$ cat src/rtl/card_status_pkg.sv
// Constants shared by the card host status flag block.
package card_status_pkg;
  // Register byte offsets.
  localparam logic [7:0] OFS_STATUS = 8'h00;
  localparam logic [7:0] OFS_SEC    = 8'h04;
  localparam logic [7:0] OFS_MASK   = 8'h08;
  localparam logic [7:0] OFS_CTL    = 8'h0C;
  localparam logic [7:0] OFS_CMD    = 8'h10;
  localparam logic [7:0] OFS_TXD    = 8'h14;
  localparam logic [7:0] OFS_RXD    = 8'h18;
  // Primary status bit positions.
  localparam int BIT_DATA_DONE = 0;
  localparam int BIT_BUSY_DONE = 1;
  localparam int BIT_RESP_DONE = 2;
  localparam int BIT_RD_TOUT   = 3;
  localparam int BIT_RESP_TOUT = 4;
  localparam int BIT_WR_CRC    = 5;
  localparam int BIT_RD_CRC    = 6;
  localparam int BIT_RESP_CRC  = 7;
  localparam int BIT_TX_READY  = 9;
  localparam int BIT_RX_READY  = 10;
  localparam int BIT_XFER_DONE = 12;
  // Control and command field positions.
  localparam int CTL_DLR_BIT  = 0;
  localparam int CMD_DATA_PATH_CLEAR_BIT = 16;
  // Implemented status bits, bits cleared by a read, reset value.
  localparam logic [31:0] STAT_BITS   = 32'h0000_16FF;
  localparam logic [31:0] RDCLR_BITS  = 32'h0000_10FF;
  localparam logic [31:0] STAT_RESET  = 32'h0000_0200;
  localparam int          SEC_W       = 7;
endpackage : card_status_pkg

$ cat src/rtl/card_host_status_flags.sv
// Primary and secondary status flags with a Wishbone register slave and interrupt.
//
// Register access over Wishbone and the register offsets were chosen for this implementation.
`timescale 1ns/10ps
module card_host_status_flags
  import card_status_pkg::*;
(
  input  wire logic             sys_clk,          // 40 MHz clock.
  input  wire logic             rst_n,            // Asynchronous reset, active low.
  input  wire logic             wb_cyc_i,         // Bus cycle.
  input  wire logic             wb_stb_i,         // Bus strobe.
  input  wire logic             wb_we_i,          // Write enable.
  input  wire logic [7:0]       wb_adr_i,         // Byte address.
  input  wire logic [3:0]       wb_sel_i,         // Byte enables.
  input  wire logic [31:0]      wb_dat_i,         // Write data.
  output logic      [31:0]      wb_dat_o,         // Read data.
  output logic                  wb_ack_o,         // Acknowledge.
  input  wire logic             resp_crc_err,     // Response CRC error pulse.
  input  wire logic             rd_crc_err,       // Read-data CRC error pulse.
  input  wire logic             wr_crc_err,       // Write-data CRC error pulse.
  input  wire logic             resp_timeout,     // Response timeout pulse.
  input  wire logic             rd_timeout,       // Read-data timeout pulse.
  input  wire logic             resp_done,        // Response or no-response command done.
  input  wire logic             busy_release,     // Card released busy.
  input  wire logic             busy_missing,     // Expected busy not seen.
  input  wire logic             xfer_last_byte,   // Last byte of transfer done.
  input  wire logic             data_complete,    // CRC check and programming done.
  input  wire logic             tx_word_taken,    // Data path took the transmit word.
  input  wire logic             rx_word_valid,    // New receive word arrived.
  input  wire logic [31:0]      rx_word,          // Receive word.
  input  wire logic [SEC_W-1:0] sec_status_in,    // Secondary status levels.
  output logic      [31:0]      tx_data_reg,      // Transmit word.
  output logic                  tx_write_pulse,   // Transmit word written.
  output logic      [31:0]      command_reg,      // Command word.
  output logic                  cmd_issue_pulse,  // Command issued.
  output logic                  data_logic_reset, // Data logic reset level.
  output logic                  irq               // Interrupt, active high level.
);

  // All state of the block.
  typedef struct packed {
    logic [31:0]      stat;
    logic [31:0]      mask;
    logic [SEC_W-1:0] sec;
    logic             dlr;
    logic             xfer_seen;
    logic [31:0]      txd;
    logic             tx_wr;
    logic [31:0]      cmd;
    logic             cmd_iss;
    logic             ack;
    logic [31:0]      dat;
    logic             irq;
  } state_type;

  state_type   s_r;
  state_type   s_nxt;
  logic        req;
  logic [31:0] wmask;
  logic [31:0] ev;
  logic [31:0] clr;
  logic        data_path_clear;
  logic        tx_wr_now;
  logic        rx_read;

  // Next-state logic for the bus slave, the flags and the interrupt.
  always_comb begin
    s_nxt = s_r;
    s_nxt.ack = 1'b0;
    s_nxt.tx_wr = 1'b0;
    s_nxt.cmd_iss = 1'b0;
    s_nxt.sec = sec_status_in;
    req = wb_cyc_i & wb_stb_i & ~s_r.ack;
    wmask = {{8{wb_sel_i[3]}}, {8{wb_sel_i[2]}}, {8{wb_sel_i[1]}}, {8{wb_sel_i[0]}}};
    clr = 32'h0000_0000;
    data_path_clear = 1'b0;
    tx_wr_now = 1'b0;
    rx_read = 1'b0;
    // Decode one access; side effects happen in the cycle the access is taken.
    if (req) begin
      s_nxt.ack = 1'b1;
      s_nxt.dat = 32'h0000_0000;
      if (wb_we_i) begin
        case (wb_adr_i)
          OFS_STATUS: clr = wb_dat_i & wmask & RDCLR_BITS;
          OFS_MASK:   s_nxt.mask = (s_r.mask & ~wmask) | (wb_dat_i & wmask & STAT_BITS);
          OFS_CTL: begin
            if (wb_sel_i[0]) begin
              s_nxt.dlr = wb_dat_i[CTL_DLR_BIT];
            end
          end
          OFS_CMD: begin
            if (&wb_sel_i) begin
              s_nxt.cmd = wb_dat_i;
              s_nxt.cmd_iss = 1'b1;
              data_path_clear = wb_dat_i[CMD_DATA_PATH_CLEAR_BIT];
            end
          end
          OFS_TXD: begin
            if (&wb_sel_i) begin
              s_nxt.txd = wb_dat_i;
              s_nxt.tx_wr = 1'b1;
              tx_wr_now = 1'b1;
            end
          end
          default: ;
        endcase
      end else begin
        case (wb_adr_i)
          OFS_STATUS: begin
            s_nxt.dat = s_r.stat;
            clr = RDCLR_BITS;
          end
          OFS_SEC:  s_nxt.dat = {{(32-SEC_W){1'b0}}, s_r.sec};
          OFS_MASK: s_nxt.dat = s_r.mask;
          OFS_CTL:  s_nxt.dat = {31'h0000_0000, s_r.dlr};
          OFS_CMD:  s_nxt.dat = s_r.cmd;
          OFS_TXD:  s_nxt.dat = s_r.txd;
          OFS_RXD: begin
            s_nxt.dat = rx_word;
            rx_read = 1'b1;
          end
          default: s_nxt.dat = 32'h0000_0000;
        endcase
      end
    end
    // Collect the event pulses from the command and data path.
    ev = 32'h0000_0000;
    ev[BIT_RESP_CRC] = resp_crc_err;
    ev[BIT_RD_CRC] = rd_crc_err;
    ev[BIT_WR_CRC] = wr_crc_err;
    ev[BIT_RESP_TOUT] = resp_timeout;
    ev[BIT_RD_TOUT] = rd_timeout;
    ev[BIT_RESP_DONE] = resp_done;
    ev[BIT_BUSY_DONE] = busy_release | busy_missing;
    ev[BIT_XFER_DONE] = xfer_last_byte;
    // Data done waits until the last byte has been seen as well.
    ev[BIT_DATA_DONE] = data_complete & (s_r.xfer_seen | xfer_last_byte);
    if (ev[BIT_DATA_DONE] | s_r.dlr) begin
      s_nxt.xfer_seen = 1'b0;
    end else if (xfer_last_byte) begin
      s_nxt.xfer_seen = 1'b1;
    end
    // Sticky bits: an event in the clearing cycle still sets its bit.
    s_nxt.stat = ((s_r.stat & ~clr) | ev) & STAT_BITS;
    // Transmit-ready follows its functional events only.
    if (s_r.dlr | data_path_clear | tx_wr_now) begin
      s_nxt.stat[BIT_TX_READY] = 1'b1;
    end else if (tx_word_taken) begin
      s_nxt.stat[BIT_TX_READY] = 1'b0;
    end else begin
      s_nxt.stat[BIT_TX_READY] = s_r.stat[BIT_TX_READY];
    end
    // Receive-ready: a new word wins over a read, the data logic reset wins over all.
    if (s_r.dlr) begin
      s_nxt.stat[BIT_RX_READY] = 1'b0;
    end else if (rx_word_valid) begin
      s_nxt.stat[BIT_RX_READY] = 1'b1;
    end else if (data_path_clear | rx_read) begin
      s_nxt.stat[BIT_RX_READY] = 1'b0;
    end else begin
      s_nxt.stat[BIT_RX_READY] = s_r.stat[BIT_RX_READY];
    end
    // Interrupt from unmasked primary bits only; secondary bits take no part.
    s_nxt.irq = |(s_nxt.stat & s_nxt.mask);
  end

  // State register.
  always_ff @(posedge sys_clk or negedge rst_n) begin
    if (!rst_n) begin
      s_r <= '0;
      s_r.stat <= STAT_RESET;
    end else begin
      s_r <= s_nxt;
    end
  end

  // Outputs come straight from the state flip-flops.
  assign wb_dat_o = s_r.dat;
  assign wb_ack_o = s_r.ack;
  assign tx_data_reg = s_r.txd;
  assign tx_write_pulse = s_r.tx_wr;
  assign command_reg = s_r.cmd;
  assign cmd_issue_pulse = s_r.cmd_iss;
  assign data_logic_reset = s_r.dlr;
  assign irq = s_r.irq;

  // A held data logic reset keeps transmit-ready high.
  a_txrdy_on_dlr: assert property (@(posedge sys_clk) disable iff (!rst_n)
    s_r.dlr |=> s_r.stat[BIT_TX_READY])
    else $error("transmit ready not set by data logic reset");

  // A transmit word write sets transmit-ready unless it is taken at once.
  a_txrdy_on_write: assert property (@(posedge sys_clk) disable iff (!rst_n)
    s_r.tx_wr ##0 !tx_word_taken |-> ##0 s_r.stat[BIT_TX_READY] ##1 s_r.stat[BIT_TX_READY])
    else $error("transmit ready lost after a write");

  // A taken word clears transmit-ready when no set source is active.
  a_txrdy_clear: assert property (@(posedge sys_clk) disable iff (!rst_n)
    tx_word_taken && !s_r.dlr && !(req && wb_we_i) |=> !s_r.stat[BIT_TX_READY])
    else $error("transmit ready not cleared when word taken");

  // Each CRC error pulse is seen in the status one cycle later.
  a_crc_flags_set: assert property (@(posedge sys_clk) disable iff (!rst_n)
    resp_crc_err || rd_crc_err || wr_crc_err
    |=> (s_r.stat[BIT_RESP_CRC] || !$past(resp_crc_err))
        && (s_r.stat[BIT_RD_CRC] || !$past(rd_crc_err))
        && (s_r.stat[BIT_WR_CRC] || !$past(wr_crc_err)))
    else $error("CRC error flag not set");

  // Timeouts and response done set their bits even during a clearing read.
  a_resp_tout_set: assert property (@(posedge sys_clk) disable iff (!rst_n)
    resp_timeout |=> s_r.stat[BIT_RESP_TOUT])
    else $error("response timeout flag not set");

  a_rd_tout_set: assert property (@(posedge sys_clk) disable iff (!rst_n)
    rd_timeout |=> s_r.stat[BIT_RD_TOUT])
    else $error("read timeout flag not set");

  a_resp_done_set: assert property (@(posedge sys_clk) disable iff (!rst_n)
    resp_done |=> s_r.stat[BIT_RESP_DONE])
    else $error("response done flag not set");

  a_busy_done_set: assert property (@(posedge sys_clk) disable iff (!rst_n)
    busy_release || busy_missing |=> s_r.stat[BIT_BUSY_DONE])
    else $error("busy done flag not set");

  // Data done never rises without a last byte since the previous data done.
  a_data_done_order: assert property (@(posedge sys_clk) disable iff (!rst_n)
    $rose(s_r.stat[BIT_DATA_DONE]) |-> $past(s_r.xfer_seen) || $past(xfer_last_byte))
    else $error("data done before transfer done");

  // A quiet status read returns the bits and leaves only the ready flags.
  a_read_clears: assert property (@(posedge sys_clk) disable iff (!rst_n)
    req && !wb_we_i && wb_adr_i == OFS_STATUS && ev == 32'h0000_0000
    |=> wb_ack_o && wb_dat_o == $past(s_r.stat) && (s_r.stat & RDCLR_BITS) == 32'h0000_0000)
    else $error("status read did not clear");

  // An unmasked event drives the interrupt high in the next cycle.
  a_irq_raise: assert property (@(posedge sys_clk) disable iff (!rst_n)
    (ev & s_r.mask) != 32'h0000_0000 && !(req && wb_we_i) |=> irq)
    else $error("interrupt not raised");

  // Secondary status changes never raise the interrupt by themselves.
  a_sec_no_irq: assert property (@(posedge sys_clk) disable iff (!rst_n)
    !irq && ev == 32'h0000_0000 && !rx_word_valid && !tx_word_taken && !req && !s_r.dlr
    && $changed(sec_status_in) |=> !irq)
    else $error("secondary status raised interrupt");

  // Every access is acknowledged in exactly the next cycle, for one cycle.
  a_wb_ack_timing: assert property (@(posedge sys_clk) disable iff (!rst_n)
    req |=> wb_ack_o ##1 !wb_ack_o)
    else $error("bus acknowledge timing wrong");

  // A response CRC flag only rises after its own error pulse.
  a_resp_crc_cause: assert property (@(posedge sys_clk) disable iff (!rst_n)
    $rose(s_r.stat[BIT_RESP_CRC]) |-> $past(resp_crc_err))
    else $error("response CRC flag set without error");

  // A read-data CRC flag only rises after its own error pulse.
  a_rd_crc_cause: assert property (@(posedge sys_clk) disable iff (!rst_n)
    $rose(s_r.stat[BIT_RD_CRC]) |-> $past(rd_crc_err))
    else $error("read CRC flag set without error");

  // A write-data CRC flag only rises after its own error pulse.
  a_wr_crc_cause: assert property (@(posedge sys_clk) disable iff (!rst_n)
    $rose(s_r.stat[BIT_WR_CRC]) |-> $past(wr_crc_err))
    else $error("write CRC flag set without error");

  // Busy done only rises after a busy release or a missing busy.
  a_busy_done_cause: assert property (@(posedge sys_clk) disable iff (!rst_n)
    $rose(s_r.stat[BIT_BUSY_DONE]) |-> $past(busy_release) || $past(busy_missing))
    else $error("busy done flag set without cause");

  // Completion after a seen last byte sets data done.
  a_data_done_set: assert property (@(posedge sys_clk) disable iff (!rst_n)
    data_complete && (s_r.xfer_seen || xfer_last_byte) |=> s_r.stat[BIT_DATA_DONE])
    else $error("data done flag not set");

  // The last byte of a transfer sets transfer done.
  a_xfer_done_set: assert property (@(posedge sys_clk) disable iff (!rst_n)
    xfer_last_byte |=> s_r.stat[BIT_XFER_DONE])
    else $error("transfer done flag not set");

  // A command with the data path clear option sets transmit-ready.
  a_txrdy_on_data_path_clear: assert property (@(posedge sys_clk) disable iff (!rst_n)
    req && wb_we_i && wb_adr_i == OFS_CMD && wb_sel_i == 4'hF && wb_dat_i[CMD_DATA_PATH_CLEAR_BIT]
    |=> s_r.stat[BIT_TX_READY])
    else $error("transmit ready not set by data path clear");

  // A status read leaves both ready flags alone when no functional event occurs.
  a_ready_kept_read: assert property (@(posedge sys_clk) disable iff (!rst_n)
    req && !wb_we_i && wb_adr_i == OFS_STATUS && !s_r.dlr
    && !tx_word_taken && !rx_word_valid
    |=> s_r.stat[BIT_TX_READY] == $past(s_r.stat[BIT_TX_READY])
        && s_r.stat[BIT_RX_READY] == $past(s_r.stat[BIT_RX_READY]))
    else $error("ready flag changed by status read");

  // Writing ones to the status clears those event bits when no event arrives.
  a_w1c_clears: assert property (@(posedge sys_clk) disable iff (!rst_n)
    req && wb_we_i && wb_adr_i == OFS_STATUS && wb_sel_i == 4'hF && ev == 32'h0000_0000
    |=> (s_r.stat & $past(wb_dat_i) & RDCLR_BITS) == 32'h0000_0000)
    else $error("status write did not clear");

  // A rising unmasked ready flag raises the interrupt in the same cycle.
  a_irq_on_ready: assert property (@(posedge sys_clk) disable iff (!rst_n)
    ($rose(s_r.stat[BIT_TX_READY]) && s_r.mask[BIT_TX_READY])
    || ($rose(s_r.stat[BIT_RX_READY]) && s_r.mask[BIT_RX_READY]) |-> irq)
    else $error("interrupt not raised by ready flag");

endmodule : card_host_status_flags

$ cat config.mk
export PLATFORM = sky130hd
export DESIGN_NAME = card_host_status_flags
export DESIGN_NICKNAME = d
export VERILOG_FILES = /design/src/rtl/card_status_pkg.sv /design/src/rtl/card_host_status_flags.sv
export SDC_FILE = /design/constraint.sdc
export NUM_CORES = 1
export LEC_CHECK = 0
export BUFFER_PORTS_ARGS = -buffer_cell sky130_fd_sc_hd__buf_4
export CORE_UTILIZATION = 53
export CTS_CLUSTER_DIAMETER = 100
export DETAILED_ROUTE_END_ITERATION = 8
export PLACE_DENSITY = 0.81
export SETUP_SLACK_MARGIN = 0.1
export SLEW_MARGIN = 15
export SYNTH_ARGS = -nofsm -noshare
export SYNTH_HDL_FRONTEND = slang
export SYNTH_SLANG_ARGS = --single-unit
$ cat constraint.sdc
create_clock -name sys_clk -period 2.6 [get_ports sys_clk]
set_input_delay 0.52 -clock sys_clk [delete_from_list [all_inputs] [get_ports sys_clk]]
set_output_delay 0.52 -clock sys_clk [all_outputs]
set_load 0.005 [all_outputs]
Word-level counts from Yosys, hierarchy flattened. Index checks and enable logic that the tools add are counted. W data, S select, Z words.

Memories kept: 0. Bits in writable memories: 0. Register bits after elaboration: 152. ROM bits: 0. Input port bits: 100. Logic and storage cells: 76. Bits in latches: 0. Output and inout bits: 101.

Reduce and logical (&&, ||, !) cells: 7. Bitwise operators: 18. $mul: 0. Eq/ne operators: 6. Add/subtract/negate cells: 0. Shifts and indexed selects: 0. Order comparisons: 0. Muxes and demuxes: 33. Divide/modulo/power cells: 0.

Operator list (number): $pmux W32 S7 (1); $mux W32 (4); $mux W67 (1); $mux W33 (2); $mux W13 (4); $mux W34 (1); $and A13 B32 Y32 (1); $and A32 B32 Y32 (1); $not A32 Y32 (1); $or A32 B13 Y32 (1); $reduce_or A32 Y1 (1); $and A13 B13 Y13 (2); $eq A8 B5 Y1 const B (3); $mux W1 (20); $eq A8 B4 Y1 const B (2); $reduce_and A7 Y1 (2); $not A13 Y13 (1); $or A13 B13 Y13 (1); $eq A8 B3 Y1 const B (1); $logic_not A8 Y1 (1); $reduce_and A4 Y1 (2); $or A1 B1 Y1 (6); $and A1 B1 Y1 (3); $reduce_bool A2 Y1 (1); $not A1 Y1 (1).

Logic depth before layout (Yosys ltp). Gate-level depths: netlist of the first run.

Word-level depth: 11. Mapped depth: 9.

Worst setup path before layout of the first run. Ideal clock, no wire load.

Kind: input port to flip-flop. Start point: in wb_adr_i[3]. End point: reg s_r, in the netlist irq. Arrival: 2330 ps. Path slack: 135 ps. Setup time: 135 ps. Stages on the path: 8. Path through: buf_2 or4_1 buf_2 or3_4 a211o_1 a32o_1 a221oi_2 nand4_1.

RTL lines: from (decl) (line card_host_status_flags.sv:13) `input wire logic [7:0] wb_adr_i,`; to (signal assigned) (line card_host_status_flags.sv:174) `s_r <= s_nxt;`; to (decl) (line card_host_status_flags.sv:56) `state_type s_r;`.

==> flow_summary_export.csv, run 1 <==
group,metric,value,unit
status,status,"complete, no violations",
detailed_routing,vias,5562,
sta,finalCritPeriodShare,85.90,%
sta,hold_viol,0,
sta,grt_setup_unrepaired,"false",
detailed_routing,drt_iter0_drc,428,
synthesis,synth.yosys.warnings,0,
sta,slew_headroom,57.74,%
die,ios,201,
sta,skew,0.007521,ns
setup_path,critPathRequiredTime,2.89,ns
cts,cts.path.max_buffers,2,
cells_and_area,regMostFlops,"s_r",
setup_path,endpoint_kind,"flip-flop",
setup_path,setup.worst_path.start_class,"primary input",
detailed_routing,ant_nets,0,
cts,cts_sinks,152,
synthesis,synth_nets,712,
detailed_routing,vias_per_cell,5.994,
cells_and_area,final_common_cell,"buf_4",
placed_design,place.gp.congestion,0.9772,
detailed_routing,drt-total-wl,19450,um
cells_and_area,n_antenna_cell,0,
global_route,grt_pass1_vias,5780,
cts,post_cts_buffers,0,
setup_path,crit_type,"in2reg",
global_route,grt.overflow.total,0,
synthesis,ys_ff_latch,152,
placed_design,dpl.hpwl,13820,um
global_route,grt_max_degree,69,
sta,max_freq,447.8,MHz
synthesis,syn_area,7232,um2
cts,path_clk_slew,0.06,ns
setup_path,rr_worst_depth,7,
cells_and_area,fin_util,68.32,%
cells_and_area,final_cells,928,
setup_path,path_cells,"buf_4 > or4_1 > or3_4 > a211o_1 > a32o_1 > a221oi_2 > nand4_1",
cells_and_area,final_cell_mix,"buf_4 (230), dfrtp_1 (151), mux2_2 (73), a22oi_1 (61), nand2_1 (47)",
detailed_routing,wl_per_cell,20.96,um
detailed_routing,route.detailed.drc,0,
global_route,grt_pass1_wl,30840,um
setup_path,cp_slowest_cell,"or4_1",
cts,htree_num_levels,4,
setup_path,critPathMaxStageDelay,0.63,ns
synthesis,synth-seq-area-share,52.61,%
die,coreArea,13300,um2
synthesis,async_flop_share,100.0,%
global_route,antenna_found_initial,0,
synthesis,syn_area_per_cell,11.82,um2
global_route,grt_usage,28.71,%
min_path,hold_path.class,"in2async",
cells_and_area,fillerInstances,958,
cells_and_area,drive_gt1_share,47.74,%
synthesis,synth_cell_types,50,
cts,cts_resized,0,
synthesis,synth_ff_type,"dfrtp_1",
sta,slew_violations,0,
die,std_cell_rows,42,
power_and_ir_drop,finalPower,5.306,mW
setup_path,r2r-start,"wb_ack_o",
cells_and_area,fin_nets,839,
synthesis,synth_edf_count,0,
cts,clock_latency,0.42,ns
die,start_util,54.39,%
die,die_w,118.8,um
die,die-height,118.8,um
cts,cts_buffers,17,
setup_path,r2r_setup_slack,0.48,ns
sta,setup_viol,0,
power_and_ir_drop,irDropWorstVdd,0.0003780,V
power_and_ir_drop,p_leak,4.636,nW
cts,cts_root_buffer,"clkbuf_16",
setup_path,crit_fanout,5,
sta,tightest_slew,0.6339,ns
die,die_area,14120,um2
power_and_ir_drop,pwr_density_cell,584.1,nW/um2
setup_path,reg2reg_to,"irq",
sta,finalCriticalPeriod,2.233,ns
sta,fin_tns_setup,0,ns
cells_and_area,area_growth_syn_to_layout,25.61,%
detailed_routing,drtPass1Iterations,7,
setup_path,arrival,2.52,ns
placed_design,place_inst,896,
sta,hold_ws,0.09101,ns
cts,cts_tree,"yes",
placed_design,io_buffer_count,200,
cts,cts_hold_buf,0,
synthesis,synth_cells,612,
job,maxCapViolCount,0,
cells_and_area,largest_reg_flops,51,
[how the worst max path moves through the flow]
stage                startpoint   to  slack, ns  depth (start not counted)
global route        wb_adr_i[1]  irq       0.33                          8
floorplan           wb_adr_i[3]  irq       0.14                          8
global placement    wb_adr_i[1]  irq       0.02                          7
finish              wb_adr_i[1]  irq       0.37                          7
CTS                 wb_adr_i[1]  irq       0.39                          7
detailed placement  wb_adr_i[1]  irq      -0.02                          7
[critical path: cells and delay by family]
| family | cells | cell delay [ns] |
|---|---|---|
| and+or+nand+nor | 3 | 1.13 |
| buffers and inverters | 1 | 0.12 |
| AOI/OAI and AO/OA | 3 | 0.74 |
[cell families (layout without fill, tap and decap cells)]
family	Yosys count	after routing	share of synthesized area, %
buffers and inverters	134	274	12.25
AOI/OAI and AO/OA	130	130	14.00
muxes	77	77	11.92
and+or+nand+nor	119	119	9.221
DFF	152	152	52.61
[Yosys cell counts (5+ instances only)]
| cell | number | area share, % |
|---|---|---|
| a21oi_1 | 5 | 0.35 |
| a22o_1 | 32 | 3.9 |
| a22oi_1 | 61 | 6.3 |
| and2_1 | 22 | 1.9 |
| buf_2 | 12 | 0.83 |
| buf_4 | 96 | 10 |
| clkbuf_1 | 18 | 0.93 |
| dfrtp_1 | 151 | 52 |
| inv_1 | 6 | 0.31 |
| mux2_2 | 73 | 11 |
| nand2_1 | 47 | 2.4 |
| nand3_1 | 7 | 0.48 |
| nor2_1 | 10 | 0.52 |
| o21ai_0 | 9 | 0.62 |
[cell type report]
cell class	instances	area (um2)	share of cell area, %
Sequential cell	152	3805	41.89
Inverter	6	22.52	0.2479
Multi-Input combinational cell	326	2557	28.15
Tap cell	176	220.2	2.424
Clock buffer	21	470.5	5.179
Timing Repair Buffer	236	1838	20.23
Clock inverter	11	170.2	1.873
[through the flow]
step,worst slack (ns),cell area [um2]
2_1_floorplan,0.1350,7232
3_3_place_gp,0.02460,8443
3_5_place_dp,-0.02486,8443
4_1_cts,0.3867,9084
5_1_grt,0.3345,9084
6_report,0.3667,9084
[routing by layer]
| metal | share of wire [%] | up-vias | GRT usage [%] | wire [um] |
|---|---|---|---|---|
| met3 | 7.4 | 54 | 5.556 | 1446 |
| li1 | - | 2385 | - | - |
| met4 | 3.5 | 0 | 14.64 | 673 |
| met2 | 49 | 316 | 45.72 | 9505 |
| met1 | 40 | 2807 | 37.58 | 7823 |
| met5 | 0 | - | 0 | 0 |
[power breakdown]
part / internal (mW) / switching [mW]
clock: 1.68 / 0.960
combinational: 0.132 / 0.148
sequential: 2.38 / 0.00646
Power figures use the tool's default switching activity.
==> inputs of run 2 (changes only) <==
--- a/config.mk
+++ b/config.mk
@@ -5,13 +5,14 @@
 export SDC_FILE = /design/constraint.sdc
 export NUM_CORES = 1
 export LEC_CHECK = 0
+export ABC_AREA = 1
 export BUFFER_PORTS_ARGS = -buffer_cell sky130_fd_sc_hd__buf_4
-export CORE_UTILIZATION = 53
+export CORE_UTILIZATION = 57
 export CTS_CLUSTER_DIAMETER = 100
 export DETAILED_ROUTE_END_ITERATION = 8
-export PLACE_DENSITY = 0.81
+export PLACE_DENSITY = 0.86
 export SETUP_SLACK_MARGIN = 0.1
-export SLEW_MARGIN = 15
+export SLEW_MARGIN = 10
 export SYNTH_ARGS = -nofsm -noshare
 export SYNTH_HDL_FRONTEND = slang
 export SYNTH_SLANG_ARGS = --single-unit
==> constraint.sdc (replaced) <==
create_clock -name sys_clk -period 2.7 [get_ports sys_clk]
set_input_delay 0.54 -clock sys_clk [delete_from_list [all_inputs] [get_ports sys_clk]]
set_output_delay 0.54 -clock sys_clk [all_outputs]
set_load 0.005 [all_outputs]
==> run 2 against run 1 <==
Clock skew is 0.0013 ns lower. Count of clock-buffer cells in the layout grew 3. Critical path depth up 1. Flip-flop and latch count did not move. Area after synthesis rose by 4.0%. Setup slack improved by 0.38 ns. Wire length up 1.3%. Combinational power shrank 3%. Hold slack got worse by 0.023 ns. Register-to-register slack improved by 0.26 ns. Utilization rose by 3.4 points.
==> flow_summary_export.csv, run 2 <==
group,metric,value,unit
placed_design,place.gp.congestion,0.8939,
setup_path,crit_fanout,63,
cts,cts_tree,"yes",
cells_and_area,final_cell_mix,"nand2_1 (339), buf_4 (218), dfrtp_1 (151), inv_1 (82), o21ai_0 (61)",
sta,max_freq,511.3,MHz
sta,slew_violations,0,
detailed_routing,vias,6446,
sta,finalCritPeriodShare,72.44,%
sta,finalCriticalPeriod,1.956,ns
cts,cts_hold_buf,0,
cells_and_area,regMostFlops,"s_r",
cells_and_area,drive_gt1_share,26.99,%
sta,fin_ws,0.7442,ns
synthesis,synth_top_area_cell,"dfrtp_1",
synthesis,synth-seq-area-share,50.61,%
cells_and_area,multi_input_area,2494,um2
cts,clock_latency,0.43,ns
die,ios,201,
die,std_cell_rows,41,
sta,slew_headroom,31.75,%
cells_and_area,seqCellArea,3805,um2
setup_path,crit_type,"reg2reg",
cts,htree_num_levels,4,
placed_design,io_buffer_count,200,
sta,setup_viol,0,
sta,grt_setup_unrepaired,"false",
sta,skew,0.006248,ns
synthesis,synth.yosys.warnings,0,
cells_and_area,fillerInstances,982,
cts,cts.path.max_buffers,2,
sta,fin_tns_setup,0,ns
global_route,antenna_found_initial,0,
job,maxCapViolCount,0,
setup_path,critPathRequiredTime,2.96,ns
die,start_util,59.10,%
detailed_routing,route.detailed.drc,0,
synthesis,async_flop_share,100.0,%
cts,post_cts_buffers,0,
detailed_routing,drt_iter0_drc,594,
synthesis,synth_cell_types,29,
cells_and_area,n_antenna_cell,0,
setup_path,arrival,2.21,ns
cells_and_area,final_common_cell,"nand2_1",
synthesis,synth_cells,922,
cts,cts_resized,0,
cells_and_area,fin_util,71.73,%
global_route,grt.overflow.total,0,
synthesis,synth_nets,1022,
die,die-height,116.9,um
synthesis,synth_edf_count,0,
synthesis,syn_area,7518,um2
power_and_ir_drop,pwr_density_cell,543.2,nW/um2
detailed_routing,wl_per_cell,16.19,um
global_route,grt_usage,30.52,%
detailed_routing,ant_nets,0,
status,status,"complete, no violations",
cts,cts_root_buffer,"clkbuf_16",
placed_design,pre_cts_ws,0.4117,ns
synthesis,synth_common_cells,"nand2_1 (340), dfrtp_1 (151), buf_4 (96)",
power_and_ir_drop,irDropWorstVdd,0.0003514,V
detailed_routing,vias_per_cell,5.297,
synthesis,synth_most_common_cell,"nand2_1",
setup_path,endpoint_kind,"flip-flop",
die,coreArea,12720,um2
global_route,grt_pass1_wl,31030,um
global_route,grt_pass1_vias,6323,
placed_design,dpl.hpwl,13630,um
min_path,hold_path.class,"in2async",
synthesis,synth_top_area_share,50.26,%
setup_path,setup.worst_path.start_class,"flip-flop",
cts,cts_sinks,152,
cells_and_area,area_growth_syn_to_layout,21.38,%
synthesis,syn_area_per_cell,8.155,um2
detailed_routing,drtPass1Iterations,5,
sta,hold_viol,0,
synthesis,synth_ff_type,"dfrtp_1",
sta,hold_ws,0.06818,ns
detailed_routing,drt-total-wl,19700,um
cts,cts_buffers,17,
die,die_area,13650,um2
synthesis,synthTopCellsByArea,"dfrtp_1 (50%), nand2_1 (17%), buf_4 (9.6%), inv_1 (4.1%), o21ai_0 (4.1%)",
cts,path_clk_slew,0.06,ns
synthesis,ys_ff_latch,152,
cells_and_area,fin_nets,1132,
sta,tightest_slew,1.022,ns
cells_and_area,largest_reg_flops,51,
power_and_ir_drop,p_leak,4.877,nW
die,die_w,116.9,um
global_route,grt_max_degree,64,
run 2: cell types whose count changed after synthesis, sizes merged, moves of 35 or more:
cell | previous run | this run
a22oi | 61 | 0
inv | 6 | 88
mux2 | 73 | 0
nand2 | 47 | 343
nor2 | 11 | 46
o21ai | 9 | 84
run 2: final cells by class:
type	instances	area share [%]
Sequential cell	152	41.69
Timing Repair Buffer	221	18.49
Clock inverter	8	1.015
Multi-Input combinational cell	552	27.32
Tap cell	172	2.358
Inverter	88	3.619
Clock buffer	24	5.498
run 2: report_power, final:
| part | internal, mW | switching (mW) |
|---|---|---|
| Sequential | 2.29 | 0.00624 |
| Combinational | 0.123 | 0.148 |
| Clock | 1.47 | 0.912 |
run 2: critical path, cell delays in order (launching register included):
cell	delay [ns]
dfrtp_1	0.38
inv_1	0.10
nand4_1	0.08
nor2_1	0.29
inv_1	0.13
nor2_4	0.11
inv_2	0.38
nand2_1	0.19
o21ai_0	0.11
run 2: worst paths after layout:
path,slack (ns),start,cells past startpoint,endpoint
min in group sys_clk,0.21,sec_status_in[4],1,s_r[106]
hold / removal,0.07,rst_n,1,wb_dat_o[20]
setup reg to reg,0.74,wb_ack_o,8,command_reg[23]
setup / recovery,0.74,wb_ack_o,8,command_reg[23]
max in group asynchronous,1.91,rst_n,2,command_reg[18]
hold reg to reg,0.48,wb_dat_o[2],2,wb_dat_o[2]
run 2: stage by stage:
stage	power (mW)	std cells	cell area, um2
after floorplan	2.404	922	7518
after global placement	2.606	1185	8532
after detailed placement	2.609	1185	8532
after CTS	4.971	1217	9126
after global routing	5.107	1217	9126
final	4.957	1217	9126
run 2: cells by family after synthesis:
| logic type | count (synthesis) | share of synthesized area (%) |
|---|---|---|
| AOI/OAI and AO/OA | 119 | 9.586 |
| buffers and inverters | 218 | 16.33 |
| DFF | 152 | 50.61 |
| and+or+nand+nor | 433 | 23.48 |
run 2: per-layer routing:
metal	part of all wire, %	wire length, um	GRT usage, %
met1	40	7918	38.72
met2	48	9475	49.82
met3	9.2	1815	7.106
met4	2.5	489	14.43
met5	0	0	0
